--- src/design/cdfa_regs.svh ---
`ifndef CDFA_REGS_SVH
`define CDFA_REGS_SVH
// operation codes presented on op_in
`define CDFA_OP_MOV_RR     6'h00
`define CDFA_OP_MOV_IMM    6'h01
`define CDFA_OP_MOV_LOAD   6'h02
`define CDFA_OP_MOV_STORE  6'h03
`define CDFA_OP_POP        6'h04
`define CDFA_OP_PUSH       6'h05
`define CDFA_OP_PSYNC_LD   6'h06
`define CDFA_OP_PSYNC_ST   6'h07
`define CDFA_OP_ADD        6'h08
`define CDFA_OP_SUB        6'h09
`define CDFA_OP_ADD_WITH_CARRY       6'h0a
`define CDFA_OP_SUB_WITH_BORROW       6'h0b
`define CDFA_OP_INC        6'h0c
`define CDFA_OP_DEC        6'h0d
`define CDFA_OP_ADDS       6'h0e
`define CDFA_OP_ADDR_SUB_SMALL       6'h0f
`define CDFA_OP_DAA        6'h10
`define CDFA_OP_DAS        6'h11
`define CDFA_OP_MULU       6'h12
`define CDFA_OP_MULS       6'h13
`define CDFA_OP_CMP        6'h14
`define CDFA_OP_NEG        6'h15
`define CDFA_OP_BITSET     6'h16
`define CDFA_OP_BITCLR     6'h17
`define CDFA_OP_BITTST     6'h18
// number of instruction types of the full set; the decoder knows only 25 op codes
`define CDFA_NUM_TYPES     62
// operand sizes on size_in
`define CDFA_SZ_BYTE       2'h0
`define CDFA_SZ_WORD       2'h1
`define CDFA_SZ_LONG       2'h2
// flag positions in the condition code register
`define CDFA_CC_I          7
`define CDFA_CC_H          5
`define CDFA_CC_N          3
`define CDFA_CC_Z          2
`define CDFA_CC_V          1
`define CDFA_CC_C          0
`define CDFA_CC_RESET      8'h80
// stack pointer register index
`define CDFA_SP_IDX        3'h7
`endif

--- src/design/cdfa_pkg.sv ---
package cdfa_pkg;
  typedef enum logic [1:0] {
    CDFA_IDLE = 2'b00,
    CDFA_MEM  = 2'b01,
    CDFA_DONE = 2'b11
  } cdfa_state_t;
  typedef enum logic [2:0] {
    CDFA_GRP_XFER  = 3'h0,
    CDFA_GRP_ARITH = 3'h1,
    CDFA_GRP_LOGIC = 3'h2,
    CDFA_GRP_SHIFT = 3'h3,
    CDFA_GRP_BIT   = 3'h4,
    CDFA_GRP_BRAN  = 3'h5,
    CDFA_GRP_SYS   = 3'h6,
    CDFA_GRP_BLOCK = 3'h7
  } cdfa_group_t;
endpackage : cdfa_pkg

--- src/design/cdfa_core.sv ---
`timescale 1ns/10ps
`include "cdfa_regs.svh"
module cdfa_core (
  input  wire logic        clk_in,
  input  wire logic        rst_in,
  input  wire logic        start_in,
  input  wire logic [5:0]  op_in,
  input  wire logic [1:0]  size_in,
  input  wire logic [2:0]  rd_in,
  input  wire logic [2:0]  rs_in,
  input  wire logic [31:0] imm_in,
  input  wire logic        use_imm_in,
  input  wire logic        hi_byte_in,
  input  wire logic [2:0]  bit_in,
  input  wire logic [23:0] fetch_pc_in,
  input  wire logic [31:0] mem_rdata_in,
  input  wire logic        mem_ack_in,
  output logic             busy_out,
  output logic             done_out,
  output logic             illegal_out,
  output logic [2:0]       group_out,
  output logic [23:0]      fetch_addr_out,
  output logic             mem_req_out,
  output logic             mem_we_out,
  output logic [1:0]       mem_size_out,
  output logic [23:0]      mem_addr_out,
  output logic [31:0]      mem_wdata_out,
  output logic [7:0]       ccr_out,
  output logic [31:0]      rd_value_out
);
  logic [31:0]           gr_reg [0:7];
  logic [7:0]            ccr_reg;
  cdfa_pkg::cdfa_state_t st_reg;
  logic [2:0]            dst_reg;
  logic [1:0]            sz_reg;
  logic                  ld_reg;
  logic [31:0]           prod;
  logic [31:0]           src;
  logic [31:0]           dst;
  logic [31:0]           res;
  logic [7:0]            ccr_next;
  logic                  wr_en;
  logic                  bad;
  logic [31:0]           sp_val;

  // mask a value to the operand size
  function automatic logic [31:0] fit(input logic [31:0] v,
                                      input logic [1:0] sz);
    unique case (sz)
      `CDFA_SZ_BYTE: fit = {24'h000000, v[7:0]};
      `CDFA_SZ_WORD: fit = {16'h0000, v[15:0]};
      default:       fit = v;
    endcase
  endfunction : fit

  // sign bit of a value at a size
  function automatic logic msb(input logic [31:0] v, input logic [1:0] sz);
    unique case (sz)
      `CDFA_SZ_BYTE: msb = v[7];
      `CDFA_SZ_WORD: msb = v[15];
      default:       msb = v[31];
    endcase
  endfunction : msb

  // byte access picks the high or low byte of the 16-bit half
  function automatic logic [31:0] rd_op(input logic [31:0] r,
                                        input logic [1:0] sz,
                                        input logic hi);
    if (sz == `CDFA_SZ_BYTE)
      rd_op = {24'h000000, hi ? r[15:8] : r[7:0]};
    else
      rd_op = fit(r, sz);
  endfunction : rd_op

  function automatic cdfa_pkg::cdfa_group_t grp(input logic [5:0] op);
    if (op <= `CDFA_OP_PSYNC_ST)
      grp = cdfa_pkg::CDFA_GRP_XFER;
    else if (op >= `CDFA_OP_BITSET)
      grp = cdfa_pkg::CDFA_GRP_BIT;
    else
      grp = cdfa_pkg::CDFA_GRP_ARITH;
  endfunction : grp

  cdfa_mul u_mul (
    .a_in      (dst[15:0]),
    .b_in      (src[15:0]),
    .word_in   (size_in != `CDFA_SZ_BYTE),
    .signed_in (op_in == `CDFA_OP_MULS),
    .prod_out  (prod)
  );

  assign sp_val = gr_reg[`CDFA_SP_IDX];

  always_comb begin
    logic [32:0] sum;
    logic        hc;
    logic        cin;
    logic [3:0]  lo;
    logic [3:0]  hi;
    logic [7:0]  adj;
    logic        sub;
    logic [31:0] a;
    logic [31:0] b;
    logic        c0;
    sum = 33'h0;
    sub = 1'b0;
    a = 32'h0;
    b = 32'h0;
    c0 = 1'b0;
    hc = 1'b0;
    cin = ccr_reg[`CDFA_CC_C];
    lo = 4'h0;
    hi = 4'h0;
    adj = 8'h00;
    src = use_imm_in ? fit(imm_in, size_in)
                     : rd_op(gr_reg[rs_in], size_in, hi_byte_in);
    dst = rd_op(gr_reg[rd_in], size_in, hi_byte_in);
    res = dst;
    ccr_next = ccr_reg;
    wr_en = 1'b0;
    bad = 1'b0;
    unique case (op_in)
      `CDFA_OP_MOV_RR, `CDFA_OP_MOV_IMM: begin
        res = src;
        wr_en = 1'b1;
        ccr_next[`CDFA_CC_N] = msb(src, size_in);
        ccr_next[`CDFA_CC_Z] = (src == 32'h0);
        ccr_next[`CDFA_CC_V] = 1'b0;
      end
      `CDFA_OP_PUSH, `CDFA_OP_POP:
        bad = (size_in == `CDFA_SZ_BYTE);
      `CDFA_OP_PSYNC_LD, `CDFA_OP_PSYNC_ST:
        bad = 1'b1;
      `CDFA_OP_ADD, `CDFA_OP_SUB, `CDFA_OP_ADD_WITH_CARRY, `CDFA_OP_SUB_WITH_BORROW,
      `CDFA_OP_CMP, `CDFA_OP_NEG: begin
        sub = (op_in != `CDFA_OP_ADD) && (op_in != `CDFA_OP_ADD_WITH_CARRY);
        a = (op_in == `CDFA_OP_NEG) ? 32'h0 : dst;
        b = (op_in == `CDFA_OP_NEG) ? dst : src;
        c0 = (op_in == `CDFA_OP_ADD_WITH_CARRY || op_in == `CDFA_OP_SUB_WITH_BORROW)
             ? cin : 1'b0;
        if ((op_in == `CDFA_OP_SUB && use_imm_in &&
             size_in == `CDFA_SZ_BYTE) ||
            ((op_in == `CDFA_OP_ADD_WITH_CARRY || op_in == `CDFA_OP_SUB_WITH_BORROW) &&
             size_in != `CDFA_SZ_BYTE))
          bad = 1'b1;
        if (sub)
          sum = {1'b0, a} - {1'b0, b} - {32'h0, c0};
        else
          sum = {1'b0, a} + {1'b0, b} + {32'h0, c0};
        res = fit(sum[31:0], size_in);
        wr_en = (op_in != `CDFA_OP_CMP);
        unique case (size_in)
          `CDFA_SZ_BYTE: begin
            hc = a[4] ^ b[4] ^ sum[4];
            ccr_next[`CDFA_CC_C] = a[8] ^ b[8] ^ sum[8];
          end
          `CDFA_SZ_WORD: begin
            hc = a[12] ^ b[12] ^ sum[12];
            ccr_next[`CDFA_CC_C] = a[16] ^ b[16] ^ sum[16];
          end
          default: begin
            hc = a[28] ^ b[28] ^ sum[28];
            ccr_next[`CDFA_CC_C] = sum[32];
          end
        endcase
        ccr_next[`CDFA_CC_H] = hc;
        ccr_next[`CDFA_CC_N] = msb(res, size_in);
        ccr_next[`CDFA_CC_Z] = (res == 32'h0);
        ccr_next[`CDFA_CC_V] = sub
          ? (msb(a, size_in) != msb(b, size_in)) &&
            (msb(res, size_in) != msb(a, size_in))
          : (msb(a, size_in) == msb(b, size_in)) &&
            (msb(res, size_in) != msb(a, size_in));
      end
      `CDFA_OP_INC, `CDFA_OP_DEC: begin
        // bit 1 of the immediate selects a step of 2
        bad = imm_in[1] && size_in == `CDFA_SZ_BYTE;
        res = fit((op_in == `CDFA_OP_INC)
              ? dst + (imm_in[1] ? 32'h2 : 32'h1)
              : dst - (imm_in[1] ? 32'h2 : 32'h1), size_in);
        wr_en = 1'b1;
        ccr_next[`CDFA_CC_N] = msb(res, size_in);
        ccr_next[`CDFA_CC_Z] = (res == 32'h0);
      end
      `CDFA_OP_ADDS, `CDFA_OP_ADDR_SUB_SMALL: begin
        bad = !(imm_in == 32'h1 || imm_in == 32'h2 ||
                imm_in == 32'h4);
        res = (op_in == `CDFA_OP_ADDS) ? gr_reg[rd_in] + imm_in
                                       : gr_reg[rd_in] - imm_in;
        wr_en = 1'b1;
      end
      `CDFA_OP_DAA, `CDFA_OP_DAS: begin
        lo = dst[3:0];
        hi = dst[7:4];
        adj = 8'h00;
        if (ccr_reg[`CDFA_CC_H] || lo > 4'h9)
          adj[3:0] = 4'h6;
        if (ccr_reg[`CDFA_CC_C] || dst[7:0] > 8'h99 ||
            (op_in == `CDFA_OP_DAA && hi > 4'h9))
          adj[7:4] = 4'h6;
        res = {24'h000000, (op_in == `CDFA_OP_DAA)
               ? dst[7:0] + adj : dst[7:0] - adj};
        wr_en = 1'b1;
        ccr_next[`CDFA_CC_C] = ccr_reg[`CDFA_CC_C] | (adj[7:4] != 4'h0);
        ccr_next[`CDFA_CC_N] = res[7];
        ccr_next[`CDFA_CC_Z] = (res[7:0] == 8'h00);
      end
      `CDFA_OP_MULU, `CDFA_OP_MULS: begin
        bad = (size_in == `CDFA_SZ_LONG);
        res = prod;
        wr_en = 1'b1;
      end
      `CDFA_OP_BITSET, `CDFA_OP_BITCLR, `CDFA_OP_BITTST: begin
        res = dst;
        res[bit_in] = (op_in == `CDFA_OP_BITSET);
        wr_en = (op_in != `CDFA_OP_BITTST);
        ccr_next[`CDFA_CC_Z] = !dst[bit_in];
      end
      default: ;
    endcase
    if (bad)
      ccr_next = ccr_reg;
  end

  // write-back: byte to its half, word to low half, mul double width
  task automatic wb(input logic [2:0] r, input logic [31:0] v,
                    input logic [1:0] sz, input logic hi, input logic m);
    if (m)
      gr_reg[r] <= (sz == `CDFA_SZ_BYTE)
                   ? {gr_reg[r][31:16], v[15:0]} : v;
    else if (sz == `CDFA_SZ_BYTE && hi)
      gr_reg[r][15:8] <= v[7:0];
    else if (sz == `CDFA_SZ_BYTE)
      gr_reg[r][7:0] <= v[7:0];
    else if (sz == `CDFA_SZ_WORD)
      gr_reg[r][15:0] <= v[15:0];
    else
      gr_reg[r] <= v;
  endtask : wb

  always_ff @(posedge clk_in or posedge rst_in) begin
    if (rst_in) begin
      for (int i = 0; i < 8; i++)
        gr_reg[i] <= 32'h0;
    end else if (st_reg == cdfa_pkg::CDFA_IDLE && start_in && !bad) begin
      if (op_in == `CDFA_OP_PUSH)
        gr_reg[`CDFA_SP_IDX] <= sp_val -
          ((size_in == `CDFA_SZ_LONG) ? 32'h4 : 32'h2);
      else if (op_in == `CDFA_OP_POP)
        gr_reg[`CDFA_SP_IDX] <= sp_val +
          ((size_in == `CDFA_SZ_LONG) ? 32'h4 : 32'h2);
      else if (wr_en)
        wb(rd_in, res, (op_in == `CDFA_OP_ADDS || op_in == `CDFA_OP_ADDR_SUB_SMALL)
           ? `CDFA_SZ_LONG : size_in, hi_byte_in,
           op_in == `CDFA_OP_MULU || op_in == `CDFA_OP_MULS);
    end else if (st_reg == cdfa_pkg::CDFA_MEM && mem_ack_in && ld_reg) begin
      wb(dst_reg, fit(mem_rdata_in, sz_reg), sz_reg, 1'b0, 1'b0);
    end
  end

  always_ff @(posedge clk_in or posedge rst_in) begin
    if (rst_in)
      ccr_reg <= `CDFA_CC_RESET;
    else if (st_reg == cdfa_pkg::CDFA_IDLE && start_in)
      ccr_reg <= ccr_next;
  end

  // sequencer and memory port
  always_ff @(posedge clk_in or posedge rst_in) begin
    if (rst_in) begin
      st_reg <= cdfa_pkg::CDFA_IDLE;
      busy_out <= 1'b0;
      done_out <= 1'b0;
      illegal_out <= 1'b0;
      group_out <= 3'h0;
      mem_req_out <= 1'b0;
      mem_we_out <= 1'b0;
      mem_size_out <= 2'h0;
      mem_addr_out <= 24'h0;
      mem_wdata_out <= 32'h0;
      dst_reg <= 3'h0;
      sz_reg <= 2'h0;
      ld_reg <= 1'b0;
    end else begin
      done_out <= 1'b0;
      unique case (st_reg)
        cdfa_pkg::CDFA_IDLE: if (start_in) begin
          group_out <= grp(op_in);
          illegal_out <= bad;
          dst_reg <= rd_in;
          sz_reg <= size_in;
          mem_size_out <= size_in;
          if (!bad && (op_in == `CDFA_OP_MOV_LOAD ||
              op_in == `CDFA_OP_MOV_STORE || op_in == `CDFA_OP_PUSH ||
              op_in == `CDFA_OP_POP)) begin
            ld_reg <= (op_in == `CDFA_OP_MOV_LOAD || op_in == `CDFA_OP_POP);
            mem_we_out <= (op_in == `CDFA_OP_MOV_STORE ||
                           op_in == `CDFA_OP_PUSH);
            // word and long accesses ignore address bit 0
            if (op_in == `CDFA_OP_PUSH)
              mem_addr_out <= {sp_val[23:1] - ((size_in == `CDFA_SZ_LONG)
                               ? 23'h2 : 23'h1), 1'b0};
            else if (op_in == `CDFA_OP_POP)
              mem_addr_out <= {sp_val[23:1], 1'b0};
            else
              mem_addr_out <= {imm_in[23:1], imm_in[0] &&
                               size_in == `CDFA_SZ_BYTE};
            mem_wdata_out <= fit(gr_reg[(op_in == `CDFA_OP_PUSH ||
              op_in == `CDFA_OP_MOV_STORE) ? rd_in : rs_in], size_in);
            mem_req_out <= 1'b1;
            busy_out <= 1'b1;
            st_reg <= cdfa_pkg::CDFA_MEM;
          end else begin
            done_out <= 1'b1;
          end
        end
        cdfa_pkg::CDFA_MEM: if (mem_ack_in) begin
          mem_req_out <= 1'b0;
          mem_we_out <= 1'b0;
          st_reg <= cdfa_pkg::CDFA_DONE;
        end
        cdfa_pkg::CDFA_DONE: begin
          busy_out <= 1'b0;
          done_out <= 1'b1;
          st_reg <= cdfa_pkg::CDFA_IDLE;
        end
        default: st_reg <= cdfa_pkg::CDFA_IDLE;
      endcase
    end
  end

  always_ff @(posedge clk_in or posedge rst_in) begin
    if (rst_in)
      fetch_addr_out <= 24'h0;
    else
      fetch_addr_out <= {fetch_pc_in[23:1], 1'b0};
  end

  always_ff @(posedge clk_in or posedge rst_in) begin
    if (rst_in) begin
      ccr_out <= `CDFA_CC_RESET;
      rd_value_out <= 32'h0;
    end else begin
      ccr_out <= ccr_reg;
      rd_value_out <= gr_reg[rd_in];
    end
  end
endmodule : cdfa_core

--- src/design/cdfa_mul.sv ---
`timescale 1ns/10ps
`include "cdfa_regs.svh"
module cdfa_mul (
  input  wire logic [15:0] a_in,
  input  wire logic [15:0] b_in,
  input  wire logic        word_in,
  input  wire logic        signed_in,
  output logic      [31:0] prod_out
);
  logic signed [16:0] a_ext;
  logic signed [16:0] b_ext;
  logic signed [33:0] full;
  // one 17-bit signed multiplier serves all four forms
  always_comb begin
    if (word_in) begin
      a_ext = {signed_in & a_in[15], a_in};
      b_ext = {signed_in & b_in[15], b_in};
    end else begin
      a_ext = {{9{signed_in & a_in[7]}}, a_in[7:0]};
      b_ext = {{9{signed_in & b_in[7]}}, b_in[7:0]};
    end
    full = a_ext * b_ext;
    prod_out = word_in ? full[31:0] : {16'h0000, full[15:0]};
  end
endmodule : cdfa_mul

--- config.mk ---
export PLATFORM = sky130hd
export DESIGN_NAME = cdfa_core
export DESIGN_NICKNAME = d
export VERILOG_FILES = /design/src/design/cdfa_pkg.sv /design/src/design/cdfa_core.sv /design/src/design/cdfa_mul.sv
export VERILOG_INCLUDE_DIRS = /design/src /design/src/design
export SDC_FILE = /design/constraint.sdc
export NUM_CORES = 2
export LEC_CHECK = 0
export BUFFER_PORTS_ARGS = -buffer_cell sky130_fd_sc_hd__buf_2
export CORE_MARGIN = 1.5
export CORE_UTILIZATION = 45
export DETAILED_ROUTE_END_ITERATION = 10
export GPL_TIMING_DRIVEN = 1
export PLACE_DENSITY = 0.69
export SKIP_LAST_GASP = 1
export SLEW_MARGIN = 20
export SYNTH_ARGS = -nofsm -noshare
export SYNTH_HDL_FRONTEND = slang
export SYNTH_HIERARCHICAL = 1
export SYNTH_SLANG_ARGS = --single-unit
export TNS_END_PERCENT = 20
--- constraint.sdc ---
create_clock -name clk_in -period 12.7 [get_ports clk_in]
set_input_delay 1.27 -clock clk_in [delete_from_list [all_inputs] [get_ports clk_in]]
set_output_delay 1.27 -clock clk_in [all_outputs]
set_load 0.02 [all_outputs]
==> flow_summary_export.csv <==
group,metric,value,unit
status,run_status,"completed",
clock_network,post_cts_buffers,0,
synthesis,ys_async_sr_fraction,100.0,%
routing,wl,224500,um
die,fp-row-count,120,
synthesis,syn_inst,6107,
final_layout,stdcell_count,7630,
pwr,p_int,4.947,mW
final_layout,final_common_cell,"nand2_1",
pwr,powerDensity,199.8,nW/um^2
die,ios,241,
timing,setup_tns,0,ns
grt,grt_overflow_total,0,
critical_path,cp_max_fo,23,
timing,max_freq,85.82,MHz
clock_network,root_buffer,"clkbuf_16",
timing,finalClockSkew,0.01717,ns
routing,vias,51660,
final_layout,multi_input_area,36160,um^2
synthesis,post_synth_instance_area,49030,um^2
pwr,combPwrFrac,66.3,%
clock_network,clockBufferDepth,3,
critical_path,arrival,12.13,ns
die,die_area,110900,um^2
routing,drc,0,
final_layout,fin_area,53590,um^2
timing,grt_setup_unrepaired,"no",
place,postPlaceCellArea,52030,um^2
synthesis,synth_edf_count,0,
pwr,switchingPower,5.762,mW
min_path,worst_hold_path_type,"reg2reg",
final_layout,drive_above_1_share,11.83,%
pwr,p_total,10.71,mW
place,place_ws,0.9669,ns
final_layout,syn_to_final_growth,9.302,%
place,numPlacedInstances,7538,
place,gp_congestion,1.065,
clock_network,clock-sinks,392,
routing,post_drt_wl_per_cell,29.43,um
die,die_y,333.1,um
pwr,ir_worst_vdd,138.8,uV
synthesis,syn_area_per_cell,8.029,um^2
routing,first_pass_iters,9,
routing,drt_iter0_drc,7078,
synthesis,yosys_warnings,6,
critical_path,startpoint_type,"input port",
final_layout,post-route-util,49.85,%
timing,hold_slack,0.3845,ns
timing,fin_crit_sh,91.76,%
grt,track_usage,39.58,%
synthesis,ys.flop_type,"dfrtp_1",
critical_path,crit_type,"in2reg",
pwr,seq_power_share,20.6,%
synthesis,netlist-cell-type-count,106,
timing,worst_slack,1.047,ns
clock_network,clock_latency,0.61,ns
clock_network,cts_buffers,44,
grt,grt_max_degree,142,
final_layout,mostFrequentLayoutCells,"nand2_1 (895), nor2_1 (473), inv_1 (454), o21ai_0 (404), dfrtp_1 (392)",
clock_network,cts_tree,"yes",
grt,grt_pass1_vias,49960,
pwr,swShare,53.80,%
timing,slew_headroom,19.22,%
clock_network,clkTransAtPathRegs,0.06,ns
place,io_buffers,234,
timing,finalHoldViolCount,0,
synthesis,ys_seq_area_share,20.01,%
grt,antenna_found_initial,28,
place,dpl.hpwl,170600,um
pwr,share_clk_of_total_power,13.1,%
die,core,107500,um^2
timing,worst_pin_slew,1.212,ns
critical_path,cpMaxStageDelayCell,"a222oi_1",
final_layout,register_area,9809,um^2
timing,finalSetupViolations,0,
final_layout,largest_reg_flops,224,
final_layout,fillers,10460,
pwr,p_leak,23.90,nW
critical_path,crit_required,13.18,ns
die,start_util,45.61,%
critical_path,cp-end-kind,"register",
clock_network,h-tree-depth,2,
die,die_w,333.1,um
routing,vias_per_cell,6.771,
timing,finalMaxSlewViolations,0,
synthesis,ys_seq_elements,392,
critical_path,cp_slowest_stage_delay,0.70,ns
grt,grt_pass1_wl,329700,um
timing,min_period,11.65,ns
final_layout,nNetsFinal,6837,
clock_network,holdBufCountCts,0,
clock_network,cts_resized,0,
routing,ant_nets,0,
run,maxCapViolCount,0,
metal layers:
| metal | routed length [um] | vias up | track usage (%) |
|---|---|---|---|
| met3 | 28030 | 909 | 10.99 |
| met1 | 81430 | 25040 | 48.94 |
| li1 | - | 21940 | - |
| met5 | 147 | - | 0 |
| met4 | 18470 | 22 | 27.04 |
| met2 | 96450 | 3743 | 60.04 |
critical path, delay by kind of cell:
family,cells,cell delay (ns)
buf+inv,11,2.45
compound gates,11,2.97
simple gates,8,1.82
mux,1,0.18
fa+ha+maj,7,3.35
power groups by stage:
| stage | Sequential [mW] | Clock (mW) | Combinational (mW) |
|---|---|---|---|
| 6_report | 2.21 | 1.40 | 7.10 |
| 5_1_grt | 2.24 | 1.44 | 7.57 |
| 4_1_cts | 2.17 | 1.41 | 6.86 |
| 3_5_place_dp | 2.19 | 0 | 6.80 |
| 3_3_place_gp | 2.18 | 0 | 6.74 |
| 2_1_floorplan | 2.08 | 0 | 4.47 |
worst paths after layout:
check	to	slack (ns)	cells after the start	from
max in group asynchronous	ccr_out[2]$_DFF_PP0_	9.78	4	rst_in
setup / recovery	gr_reg[254]$_DFFE_PP0P_	1.05	38	rd_in[0]
min in group asynchronous	fetch_addr_out[14]$_DFF_PP0_	0.79	2	rst_in
hold / removal	ccr_out[3]$_DFF_PP0_	0.38	0	ccr_reg[3]$_DFFE_PP0P_
setup reg to reg	sp_val[31]$_DFFE_PP0P_	2.09	33	sp_val[15]$_DFFE_PP0P_
hold reg to reg	ccr_out[3]$_DFF_PP0_	0.38	0	ccr_reg[3]$_DFFE_PP0P_
cell families (layout without fill, tap and decap cells):
kind of cell / Yosys count / count (layout) / share of synthesized area [%]
other cells: 2 / 19 / 0.01532
xor+xnor: 202 / 202 / 3.608
mux: 231 / 231 / 7.245
flops: 392 / 392 / 20.01
fa+ha+maj: 544 / 544 / 18.34
compound gates: 1762 / 1762 / 24.37
simple gates: 2121 / 2121 / 19.70
buf+inv: 853 / 956 / 6.719
cells in the mapped netlist (44+ instances only):
cell type | n | area share [%]
a211oi_1 | 49 | 0.75
a21o_1 | 74 | 1.1
a21oi_1 | 374 | 3.8
a221o_1 | 51 | 1.0
a221oi_1 | 63 | 1.1
a22o_1 | 46 | 0.82
a22oi_1 | 47 | 0.72
a31oi_1 | 84 | 1.1
and2_1 | 138 | 1.8
and3_1 | 59 | 0.75
clkbuf_1 | 312 | 2.4
dfrtp_1 | 392 | 20
fa_1 | 291 | 12
ha_1 | 253 | 6.5
inv_1 | 456 | 3.5
mux2_2 | 44 | 1.0
mux2i_1 | 91 | 1.9
mux4_2 | 94 | 4.3
nand2_1 | 897 | 6.9
nand2b_1 | 44 | 0.56
nand3_1 | 152 | 1.6
nor2_1 | 476 | 3.6
nor3_1 | 127 | 1.3
o211ai_1 | 47 | 0.72
o21a_1 | 87 | 1.3
o21ai_0 | 414 | 4.2
o221ai_1 | 91 | 1.6
xnor2_1 | 131 | 2.3
xor2_1 | 71 | 1.3
cell type report:
class                   count  share of cell area [%]
inverters                 458                   3.222
clock inverters            21                  0.5370
repair buffers            421                   4.861
multi-input cells        4865                   67.47
diodes                     14                 0.06537
clock buffers              56                   2.269
well taps                1403                   3.276
flip-flops and latches    392                   18.30
Note: power is estimated with default switching activity, not from simulation.
